[src/design/fsbr_pkg.sv]
// shared constants and types for the synchronous burst read link
`default_nettype none
package fsbr_pkg;
	localparam int            CFG_W         = 16;
	localparam int            RM_BIT        = 15;
	localparam int            LC_LSB        = 11;
	localparam int            WP_BIT        = 10;
	localparam int            DH_BIT        = 9;
	localparam int            WD_BIT        = 8;
	localparam int            BS_BIT        = 7;
	localparam int            CE_BIT        = 6;
	localparam int            BW_BIT        = 3;
	localparam int            BL_LSB        = 0;
	localparam logic [15:0]   CFG_RESET     = 16'hbfcf;
	localparam logic [15:0]   CFG_RSVD_MASK = 16'h4030;
	localparam logic [2:0]    BL_4          = 3'h1;
	localparam logic [2:0]    BL_8          = 3'h2;
	localparam logic [2:0]    BL_16         = 3'h3;
	localparam logic [2:0]    BL_CONT       = 3'h7;
	localparam logic [2:0]    LC_NO_WAIT    = 3'h4;
	localparam logic [7:0]    CMD_CFG       = 8'h60;
	localparam logic [7:0]    CMD_ID        = 8'h90;
	localparam logic [7:0]    CMD_ARRAY     = 8'hff;
	localparam logic [7:0]    ID_CFG_OFFSET = 8'h05;
	localparam logic [15:0]   ARRAY_SEED    = 16'h5a00;
	localparam logic [4:0]    REG_CTRL      = 5'h00;
	localparam logic [4:0]    REG_ADDR      = 5'h04;
	localparam logic [4:0]    REG_CFG       = 5'h08;
	localparam logic [4:0]    REG_STATUS    = 5'h0c;
	localparam logic [4:0]    REG_DATA      = 5'h10;
	localparam logic [1:0]    OP_READ       = 2'h1;
	localparam logic [1:0]    OP_CFG        = 2'h2;
	localparam logic [1:0]    OP_CMD        = 2'h3;
	localparam int            REF_PERIOD_NS = 50;
	localparam int            LINK_PERIOD_NS = 400;
	localparam int            LINK_HALF_CYC = LINK_PERIOD_NS / REF_PERIOD_NS / 2;
	localparam int            ASYNC_ACC_NS  = 300;
	localparam int            ASYNC_CYC     = (ASYNC_ACC_NS + REF_PERIOD_NS - 1) / REF_PERIOD_NS;

	typedef enum logic [2:0] {
		DS_IDLE = 3'b000,
		DS_LAT  = 3'b001,
		DS_DATA = 3'b010,
		DS_GAP  = 3'b011,
		DS_DONE = 3'b100
	} fsbr_dstate_t;

	typedef enum logic [2:0] {
		HS_IDLE  = 3'b000,
		HS_ADV   = 3'b001,
		HS_BURST = 3'b010,
		HS_ASYNC = 3'b011,
		HS_WRITE = 3'b100,
		HS_END   = 3'b101
	} fsbr_hstate_t;
endpackage : fsbr_pkg
`default_nettype wire

[src/design/fsbr_if.sv]
// pin bundle between the flash end and the controller end
`default_nettype none
interface fsbr_if #(parameter int ADDR_W = 24);
	logic              linkClk;
	logic              ceN;
	logic              oeN;
	logic              weN;
	logic              advN;
	logic              rstFlashN;
	logic [ADDR_W-1:0] addr;
	logic [15:0]       hostDq;
	logic              hostDqOe;
	logic [15:0]       devDq;
	logic              devDqOe;
	logic              waitOut;
	logic              waitOe;

	modport device (
		input  linkClk, ceN, oeN, weN, advN, rstFlashN, addr, hostDq, hostDqOe,
		output devDq, devDqOe, waitOut, waitOe
	);
	modport host (
		output linkClk, ceN, oeN, weN, advN, rstFlashN, addr, hostDq, hostDqOe,
		input  devDq, devDqOe, waitOut, waitOe
	);
endinterface : fsbr_if
`default_nettype wire

[src/design/fsbr_device.sv]
// flash end: read configuration, burst sequencing and wait generation
`default_nettype none
module fsbr_device #(
	parameter int ADDR_W = 24
) (
	input  wire logic                ref_clk,
	input  wire logic                rstn,
	input  wire logic                clkEn,
	fsbr_if.device                   link,
	output logic [fsbr_pkg::CFG_W-1:0] readConfig,
	output logic                     burstActive
);
	import fsbr_pkg::*;

	localparam int SW = 6 + ADDR_W + 16;

	function automatic logic [4:0] burst_words(input logic [2:0] bl);
		case (bl)
			BL_4:    burst_words = 5'h04;
			BL_8:    burst_words = 5'h08;
			BL_16:   burst_words = 5'h10;
			default: burst_words = 5'h00;
		endcase
	endfunction : burst_words

	logic [SW-1:0]     pinS;
	logic              lclkS;
	logic              ceNS;
	logic              oeNS;
	logic              weNS;
	logic              advNS;
	logic              rstFS;
	logic [ADDR_W-1:0] addrS;
	logic [15:0]       hostDqS;

	fsbr_sync #(.W(SW)) u_pin_sync (
		.ref_clk (ref_clk),
		.rstn    (rstn),
		.clkEn   (clkEn),
		.asyncIn ({link.linkClk, link.ceN, link.oeN, link.weN, link.advN,
			link.rstFlashN, link.addr, link.hostDq}),
		.syncOut (pinS)
	);
	assign {lclkS, ceNS, oeNS, weNS, advNS, rstFS, addrS, hostDqS} = pinS;

	fsbr_dstate_t      state_q;
	logic [15:0]       cfg_q;
	logic [15:0]       cur_q;
	logic              idMode_q;
	logic              lclk_q;
	logic              weN_q;
	logic [ADDR_W-1:0] addr_q;
	logic [1:0]        startLow_q;
	logic              rowDone_q;
	logic [3:0]        gap_q;
	logic [1:0]        hold_q;
	logic [4:0]        words_q;
	logic [15:0]       dq_q;
	logic              wait_q;

	// the burst runs on the settings captured at its start
	wire               useCur     = (state_q != DS_IDLE);
	wire  [15:0]       actCfg     = useCur ? cur_q : cfg_q;
	wire               riseE      = lclkS & ~lclk_q;
	wire               fallE      = ~lclkS & lclk_q;
	wire               selEdge    = actCfg[CE_BIT] ? riseE : fallE;
	wire               busActive  = ~ceNS & ~oeNS & rstFS;
	wire               weDone     = weNS & ~weN_q & ~ceNS & rstFS;
	wire               asyncMode  = cfg_q[RM_BIT];
	wire               startBurst = busActive & ~advNS & selEdge & ~asyncMode;
	wire  [2:0]        lc         = cur_q[LC_LSB +: 3];
	wire               dh         = cur_q[DH_BIT];
	wire               bw         = cur_q[BW_BIT];
	wire  [4:0]        lenW       = burst_words(cur_q[BL_LSB +: 3]);
	wire  [1:0]        cycLen     = dh ? 2'h2 : 2'h1;
	wire  [4:0]        wordsN     = words_q + 5'h01;
	wire  [3:0]        lcm1       = {1'b0, lc} - 4'h1;

	// next word address: wrap inside the aligned group or run on linearly
	wire  [ADDR_W-1:0] grpMask    = (lenW == 5'h00 || bw) ? '1 : ADDR_W'(lenW - 5'h01);
	wire  [ADDR_W-1:0] addrInc    = addr_q + ADDR_W'(1);
	wire  [ADDR_W-1:0] nextAddr   = idMode_q ? addr_q :
		((addr_q & ~grpMask) | (addrInc & grpMask));
	wire               lastWord   = (lenW == 5'h00) ? (&addr_q) : (wordsN == lenW);

	// codes above four need extra clocks every fourth word at one-clock hold
	wire  [3:0]        quadWait   = (wordsN[1:0] == 2'h0 && !dh && lc > LC_NO_WAIT) ?
		({1'b0, lc} - {1'b0, LC_NO_WAIT}) : 4'h0;
	wire               crossRow   = bw & ~rowDone_q & (nextAddr[3:0] == 4'h0) &
		(startLow_q != 2'h0) & ~idMode_q;
	wire  [3:0]        rowDelay   = (startLow_q == 2'h3 || {2'b00, startLow_q} >= lcm1) ?
		lcm1 : {2'b00, startLow_q};
	wire  [3:0]        extraGap   = quadWait + (crossRow ? rowDelay : 4'h0);

	function automatic logic [15:0] word_at(input logic [ADDR_W-1:0] a, input logic id,
		input logic [15:0] cfg);
		if (id)
			word_at = (a[7:0] == ID_CFG_OFFSET) ? cfg : 16'h0000;
		else
			word_at = ARRAY_SEED ^ a[15:0];
	endfunction : word_at

	// wait asserted while no data is valid; early release covers one data cycle
	wire               stallPh    = (state_q == DS_LAT) || (state_q == DS_GAP);
	// early release must also flag a gap that follows the word now on the bus
	wire               dataStall  = (state_q == DS_DATA) & ~lastWord &
		(({2'b00, cycLen} - {2'b00, hold_q}) < extraGap);
	wire               waitNext   = cur_q[WD_BIT] ?
		((stallPh & (gap_q > {2'b00, cycLen})) | dataStall) : stallPh;

	always_ff @(posedge ref_clk or negedge rstn) begin
		if (!rstn) begin
			lclk_q <= 1'b0;
			weN_q  <= 1'b1;
		end else if (clkEn) begin
			lclk_q <= lclkS;
			weN_q  <= weNS;
		end
	end

	// configuration and command writes land when the write strobe rises with chip enable low
	always_ff @(posedge ref_clk or negedge rstn) begin
		if (!rstn) begin
			cfg_q    <= CFG_RESET;
			idMode_q <= 1'b0;
		end else if (clkEn && weDone) begin
			if (hostDqS[7:0] == CMD_CFG)
				cfg_q <= addrS[15:0];
			else if (hostDqS[7:0] == CMD_ID)
				idMode_q <= 1'b1;
			else if (hostDqS[7:0] == CMD_ARRAY)
				idMode_q <= 1'b0;
		end
	end

	always_ff @(posedge ref_clk or negedge rstn) begin
		if (!rstn) begin
			state_q    <= DS_IDLE;
			cur_q      <= CFG_RESET;
			addr_q     <= '0;
			startLow_q <= 2'h0;
			rowDone_q  <= 1'b0;
			gap_q      <= 4'h0;
			hold_q     <= 2'h0;
			words_q    <= 5'h00;
		end else if (clkEn) begin
			if (!busActive) begin
				state_q <= DS_IDLE;
			end else if (startBurst && (state_q == DS_IDLE || state_q == DS_DONE)) begin
				state_q    <= DS_LAT;
				cur_q      <= cfg_q;
				addr_q     <= addrS;
				startLow_q <= addrS[1:0];
				rowDone_q  <= 1'b0;
				gap_q      <= {1'b0, cfg_q[LC_LSB +: 3]};
				words_q    <= 5'h00;
			end else if (selEdge) begin
				case (state_q)
					DS_LAT, DS_GAP: begin
						if (gap_q <= 4'h1) begin
							state_q <= DS_DATA;
							hold_q  <= cycLen;
						end else begin
							gap_q <= gap_q - 4'h1;
						end
					end
					DS_DATA: begin
						if (hold_q > 2'h1) begin
							hold_q <= hold_q - 2'h1;
						end else if (lastWord) begin
							state_q <= DS_DONE;
						end else begin
							words_q   <= wordsN;
							addr_q    <= nextAddr;
							rowDone_q <= rowDone_q | crossRow;
							hold_q    <= cycLen;
							if (extraGap != 4'h0) begin
								state_q <= DS_GAP;
								gap_q   <= extraGap;
							end
						end
					end
					DS_DONE: state_q <= DS_DONE;
					default: state_q <= DS_IDLE;
				endcase
			end
		end
	end

	// data: async reads follow the address, sync words only change on edges
	always_ff @(posedge ref_clk or negedge rstn) begin
		if (!rstn) begin
			dq_q <= 16'h0000;
		end else if (clkEn) begin
			if (busActive && asyncMode && state_q == DS_IDLE)
				dq_q <= word_at(addrS, idMode_q, cfg_q);
			else if (state_q == DS_DATA || (stallPh && selEdge && gap_q <= 4'h1))
				dq_q <= word_at(addr_q, idMode_q, cur_q);
		end
	end

	// while the bus is active, state only steps on selected edges, so wait follows one clock behind them
	always_ff @(posedge ref_clk or negedge rstn) begin
		if (!rstn) begin
			wait_q <= 1'b0;
		end else if (clkEn) begin
			if (!busActive)
				wait_q <= 1'b0;
			else
				wait_q <= waitNext;
		end
	end

	assign link.devDq   = dq_q;
	assign link.devDqOe = busActive;
	assign link.waitOut = actCfg[WP_BIT] ? wait_q : ~wait_q;
	assign link.waitOe  = busActive;
	assign readConfig   = cfg_q;
	assign burstActive  = useCur;
endmodule : fsbr_device
`default_nettype wire

[src/design/fsbr_sync.sv]
// two-stage synchroniser for a bundle of pin inputs
`default_nettype none
module fsbr_sync #(
	parameter int W = 1
) (
	input  wire logic         ref_clk,
	input  wire logic         rstn,
	input  wire logic         clkEn,
	input  wire logic [W-1:0] asyncIn,
	output logic      [W-1:0] syncOut
);
	logic [W-1:0] meta_q;

	always_ff @(posedge ref_clk or negedge rstn) begin
		if (!rstn) begin
			meta_q  <= '0;
			syncOut <= '0;
		end else if (clkEn) begin
			meta_q  <= asyncIn;
			syncOut <= meta_q;
		end
	end
endmodule : fsbr_sync
`default_nettype wire

[src/flat_wrapper.sv]
// flat-port wrapper written by rule: the top's interface ports become plain ports
module fsbr_device_flat import fsbr_pkg::*;
#(
	parameter int ADDR_W = 24
)
  (ref_clk, rstn, clkEn, readConfig, burstActive, link_linkClk, link_ceN, link_oeN, link_weN, link_advN, link_rstFlashN, link_addr, link_hostDq, link_hostDqOe, link_devDq, link_devDqOe, link_waitOut, link_waitOe);
  fsbr_if #(.ADDR_W(ADDR_W)) link_i ();
  input  wire logic ref_clk;
  input  wire logic rstn;
  input  wire logic clkEn;
  output logic [fsbr_pkg::CFG_W-1:0] readConfig;
  output logic burstActive;
  input wire logic [$bits(link_i.linkClk)-1:0] link_linkClk;
  input wire logic [$bits(link_i.ceN)-1:0] link_ceN;
  input wire logic [$bits(link_i.oeN)-1:0] link_oeN;
  input wire logic [$bits(link_i.weN)-1:0] link_weN;
  input wire logic [$bits(link_i.advN)-1:0] link_advN;
  input wire logic [$bits(link_i.rstFlashN)-1:0] link_rstFlashN;
  input wire logic [$bits(link_i.addr)-1:0] link_addr;
  input wire logic [$bits(link_i.hostDq)-1:0] link_hostDq;
  input wire logic [$bits(link_i.hostDqOe)-1:0] link_hostDqOe;
  output wire logic [$bits(link_i.devDq)-1:0] link_devDq;
  output wire logic [$bits(link_i.devDqOe)-1:0] link_devDqOe;
  output wire logic [$bits(link_i.waitOut)-1:0] link_waitOut;
  output wire logic [$bits(link_i.waitOe)-1:0] link_waitOe;
  assign link_i.linkClk = link_linkClk;
  assign link_i.ceN = link_ceN;
  assign link_i.oeN = link_oeN;
  assign link_i.weN = link_weN;
  assign link_i.advN = link_advN;
  assign link_i.rstFlashN = link_rstFlashN;
  assign link_i.addr = link_addr;
  assign link_i.hostDq = link_hostDq;
  assign link_i.hostDqOe = link_hostDqOe;
  assign link_devDq = link_i.devDq;
  assign link_devDqOe = link_i.devDqOe;
  assign link_waitOut = link_i.waitOut;
  assign link_waitOe = link_i.waitOe;
  fsbr_device #(.ADDR_W(ADDR_W)) u_core (.ref_clk(ref_clk), .rstn(rstn), .clkEn(clkEn), .link(link_i), .readConfig(readConfig), .burstActive(burstActive));
endmodule
[config.mk]
export PLATFORM = sky130hd
export DESIGN_NAME = fsbr_device_flat
export DESIGN_NICKNAME = d
export VERILOG_FILES = /design/src/design/fsbr_pkg.sv /design/src/design/fsbr_if.sv /design/src/design/fsbr_device.sv /design/src/design/fsbr_sync.sv /design/src/flat_wrapper.sv
export SDC_FILE = /design/constraint.sdc
export NUM_CORES = 1
export LEC_CHECK = 0
export BUFFER_PORTS_ARGS = -buffer_cell sky130_fd_sc_hd__clkbuf_2
export CAP_MARGIN = 20
export CORE_MARGIN = 3
export CORE_UTILIZATION = 61
export CTS_CLUSTER_SIZE = 8
export DETAILED_ROUTE_END_ITERATION = 10
export PLACE_DENSITY = 0.81
export REMOVE_ABC_BUFFERS = 1
export SYNTH_ARGS = -nofsm -noshare
export SYNTH_HDL_FRONTEND = slang
export SYNTH_HIERARCHICAL = 1
export SYNTH_SLANG_ARGS = --single-unit
[constraint.sdc]
create_clock -name ref_clk -period 5.4 [get_ports ref_clk]
set_input_delay 0.27 -clock ref_clk [delete_from_list [all_inputs] [get_ports ref_clk]]
set_output_delay 0.27 -clock ref_clk [all_outputs]
set_load 0.1 [all_outputs]
# Yosys cells after proc, flatten, opt, wreduce, memory -nomap -nowiden

Index checks and enable logic that the tools add are counted.

Reduce and logical (&&, ||, !) cells: 38
Add/sub/neg operators: 9
Order comparisons: 6
Bitwise logic cells: 38
Multiplexer cells: 55
Eq/ne operators: 27

Operators with widths:

| operator              | number |
|---|---|
| $mux 24               | 7 |
| $mux 16               | 6 |
| $and 24x24->24        | 2 |
| $mux 4                | 9 |
| $mux 5                | 5 |
| $add 24x1->24 const B | 1 |
| $not 24->24           | 1 |
| $or 24x24->24         | 1 |
| $reduce_and 24->1     | 1 |
| $mux 3                | 7 |
| $and 1x1->1           | 17 |
| $eq 8x3->1 const B    | 2 |
| $eq 8x8->1 const B    | 2 |
| $pmux 5 s3            | 1 |
| $reduce_and 7->1      | 2 |
| $not 1->1             | 13 |
| $eq 3x2->1 const B    | 4 |
| $mux 1                | 12 |
| $reduce_bool 2->1     | 6 |
| $mux 11               | 1 |
| $ne 3x2->1 const B    | 3 |
| $pmux 3 s3            | 1 |
| $eq 8x7->1 const B    | 1 |
| $logic_and 1x1->1     | 8 |
| 43 further kinds      | 60 |

Output and inout bits: 36
Word-level logic and storage cells: 190
Register bits after elaboration: 185
Input port bits: 50

# Logic depth before layout (Yosys ltp)

Depth in word-level cells: 23
Mapped depth: 21
Depth with buffers taken out: 20

# Modules after synthesis

The synthesis kept the hierarchy.

Modules (own cells, without submodules):

| module      | instances | seq. area each (um^2) | cells each | area each (um^2) |
|---|---|---|---|---|
| fsbr_device | 1         | 2361.0                | 676        | 6292.3 |
| fsbr_sync   | 1         | 2302.2                | 194        | 3814.9 |

# Worst setup path after synthesis

OpenSTA, ideal clock, no wires.

Path kind: register -> register
Start point: reg u_core.cur_q[0]
End point: reg u_core.wait_q
Cell stages (with the launch flop): 22
Period minus slack after synthesis: 4.621 ns
Data arrival time: 4.486 ns
Setup slack: 0.779 ns
Library setup time: 0.134 ns
Buffers on the path: 1
Cells stage by stage: dfstp_2 -> buf_2 -> nor3b_1 -> inv_1 -> ha_1 -> ha_1 -> or3b_2 -> and3_1 -> o2111ai_1 -> inv_1 -> o211a_1 -> ha_1 -> a21o_1 -> a21oi_1 -> xnor2_1 -> or3_1 -> and2_1 -> ha_1 -> o21ai_0 -> and4b_1 -> a21oi_1 -> o22ai_1

Cells in the longest elaborated chain, start to end: 20

Ends and longest elaborated chain:

| element                                              | line               | source |
|---|---|---|
| start, declared                                      | fsbr_device.sv:48  | `logic [15:0] cur_q;` |
| start signal, assigned                               | fsbr_device.sv:151 | `cur_q <= cfg_q;` |
| $eq 3x2->1 / $eq 3x1->1 (equally long branches)      | fsbr_device.sv:18  | `case (bl)` |
| $pmux 5 s3 *                                         | fsbr_device.sv:18  |  |
| branches (longest 14 deep; another with $sub 5x1->6) | n/a                |  |
| $and 1x1->1 *                                        | fsbr_device.sv:106 | `wire dataStall = (state_q == DS_DATA) & ~lastWord &` |
| $or 1x1->1 *                                         | fsbr_device.sv:109 | `((stallPh & (gap_q > {2'b00, cycLen})) \| dataStall) : stallPh;` |
| $mux 1 *                                             | fsbr_device.sv:108 | `wire waitNext = cur_q[WD_BIT] ?` |
| $mux 1 *                                             | fsbr_device.sv:207 | `if (!busActive)` |
| end signal, assigned                                 | fsbr_device.sv:210 | `wait_q <= waitNext;` |
| end, declared                                        | fsbr_device.sv:59  | `logic wait_q;` |

Every way passes the cells marked *. The select of a mux whose other input is x is not followed.
A chain may end at the register's enable or synchronous reset.

# Final worst setup path

Same ends and word-level chain as after synthesis.

==> results_dict.tcl <==
set metrics [dict create \
    rsz0062_at_grt "false" \
    detail-route-antenna-nets 0 \
    final_util_pct 70.4 \
    layout_commonest_cell "dfrtp_1" \
    dp_hpwl_um 16200 \
    cp.required_ns 5.68 \
    clkTransAtPathRegs_ns 0.07 \
    n_fill_cell 1071 \
    hold_depth 2 \
    hold_path_end "u_core/u_pin_sync/meta_q[21]" \
    clk_path_buf_depth 2 \
    min_period_ns 4.99 \
    crit_buf_inv 2 \
    crit_path_start_kind "register" \
    io_pins 86 \
    vias 7306 \
    period_share_pct 92.4 \
    cts.sinks 169 \
    clock_latency_ns 0.43 \
    yosysWarnings 6 \
    path_delay_family "simple AND/OR/NAND/NOR gates" \
    grt_usage_pct 28.9 \
    drive_above_1_share_pct 31.2 \
    synth_cells 838 \
    rows 44 \
    cts_setup_buffers 0 \
    cts_tree "yes" \
    relSlewSlack_pct 26.5 \
    arrival_ns 5.27 \
    regArea_um2 4260 \
    grt_max_degree 68 \
    avgSynthCellArea_um2 11.3 \
    critPathCaptureType "register" \
    setup_ws_ns 0.412 \
    ir_drop_uv 248 \
    whs_ns 0.0681 \
    post_drt_via_cell_ratio 6.69 \
    cp_cell_sequence "nor3b_2 > inv_1 > ha_1 > ha_1 > or3b_2 > and3_1 > o2111ai_1 > inv_1 > o211a_1 > ha_1 > a21o_1 > a21oi_1 > xnor2_1 > or3_1 > and2_1 > ha_1 > o21ai_0 > and4b_1 > a21oi_1 > o22ai_1" \
    detail_route.wirelength_um 23600 \
    power_per_cell_area_nw_per_um2 295 \
    antennaDiodeCount 0 \
    grt_pass1_vias 7092 \
    finalSetupViolCount 0 \
    tightest_slew_ns 1.10 \
    die-area_um2 17100 \
    hp-class "primary input to register" \
    max_stage_delay_ns 0.64 \
    dieWidth_um 131 \
    gp_congestion 0.965 \
    hold_viol_final 0 \
    critPathKind "register to register" \
    fmax_mhz 200 \
    grt_pass1_wl_um 38300 \
    path_common_cell "ha_1" \
    overflow 0 \
    totalPowerFinal_w 0.00308 \
    port_buffers 76 \
    die_y_um 131 \
    h-tree-depth 4 \
    path_depth 20 \
    multi_input_area_um2 4750 \
    areaGrowthSynthToFinish_pct 10.4 \
    core_region_area_um2 14900 \
    start_util_pct 63.7 \
    r2r_slack_ns 0.41 \
    first_pass_iters 5 \
    leakage_nw 4.76 \
    r2r_end "u_core/wait_q" \
    layout_common_cells "dfrtp_1, clkbuf_2, mux2_4, nand2_1, mux2_2" \
    cp_max_fo 10 \
    fin_nets 968 \
    wire_per_inst_um 21.6 \
    r2r-start "u_core/cur_q[0]" \
    slowest_stage "dfstp_2" \
    drc 0 \
    cts_made_buffers 17 \
    status "finished clean" \
    max_cap_viol_count 0 \
    slew_viol_final 0 \
    worstHoldStart "link_addr[5]" \
    dp_slack_ns 0.326 \
    skew_ns 0.0109 \
    clock-root-buffer "clkbuf_16" \
    r2r_cells 20 \
    syn_area_um2 9470 \
    drt_iter0_drc 758 \
    antenna_found_initial 1 \
]
## power by group
part           internal, W  switching (W)  total, W
clock network     0.000675       0.000533   0.00121
logic             0.000195       0.000194  0.000389
registers          0.00137       0.000119   0.00149
total              0.00224       0.000846   0.00308
## cell type report
type                       count  share of cell area, %
clock inverter                12                   1.21
inverter                      29                   1.04
timing repair buffer          94                   5.01
clock buffer                  20                   4.37
tap                          184                   2.20
sequential                   169                   40.8
multi-input combinational    584                   45.4
## how the worst max path moves through the flow
| stage | startpoint | end | slack [ns] |
|---|---|---|---|
| global route | u_core/cur_q[0] | u_core/wait_q | 0.12 |
| finish | u_core/cur_q[0] | u_core/wait_q | 0.41 |
| detailed placement | u_core/cur_q[0] | u_core/wait_q | 0.33 |
| floorplan | u_core/u_pin_sync/syncOut[44] | u_core/link.devDq[0] | -3.07 |
| global placement | u_core/cur_q[0] | u_core/wait_q | 0.55 |
| CTS | u_core/cur_q[0] | u_core/wait_q | 0.31 |
## routing by layer
metal | wire (um) | track usage, %
met3 | 1990 | 6.10
met4 | 775 | 11.2
met1 | 10000 | 40.2
met5 | 13 | 0
met2 | 10800 | 44.7
## sequential cells by signal, summed over array words and instances (netlist names), 2 cells and up
signal and count:
u_core/u_pin_sync/syncOut 38, u_core/readConfig 16, u_core/u_pin_sync/meta_q 38, u_core/words_q 5
u_core/addr_q 24, u_core/state_q 3, u_core/link.devDq 16, u_core/startLow_q 2
u_core/cur_q 16, u_core/hold_q 2, u_core/gap_q 4
## stage by stage
step           cells  area, um^2  setup TNS (ns)
2_1_floorplan    782        9080         -130.59
3_3_place_gp    1058        9850               0
3_5_place_dp    1058        9850               0
4_1_cts         1091       10400               0
5_1_grt         1092       10500               0
6_report        1092       10500               0
## repair_timing
| action | CTS | global route |
|---|---|---|
| hold buffers | 1 | 0 |
| gates resized for setup | 0 | 1 |
| endpoints found under the setup margin | 0 | 1 |
| endpoints found under the hold margin | 40 | 0 |
Note: power is estimated with default switching activity, not from simulation.
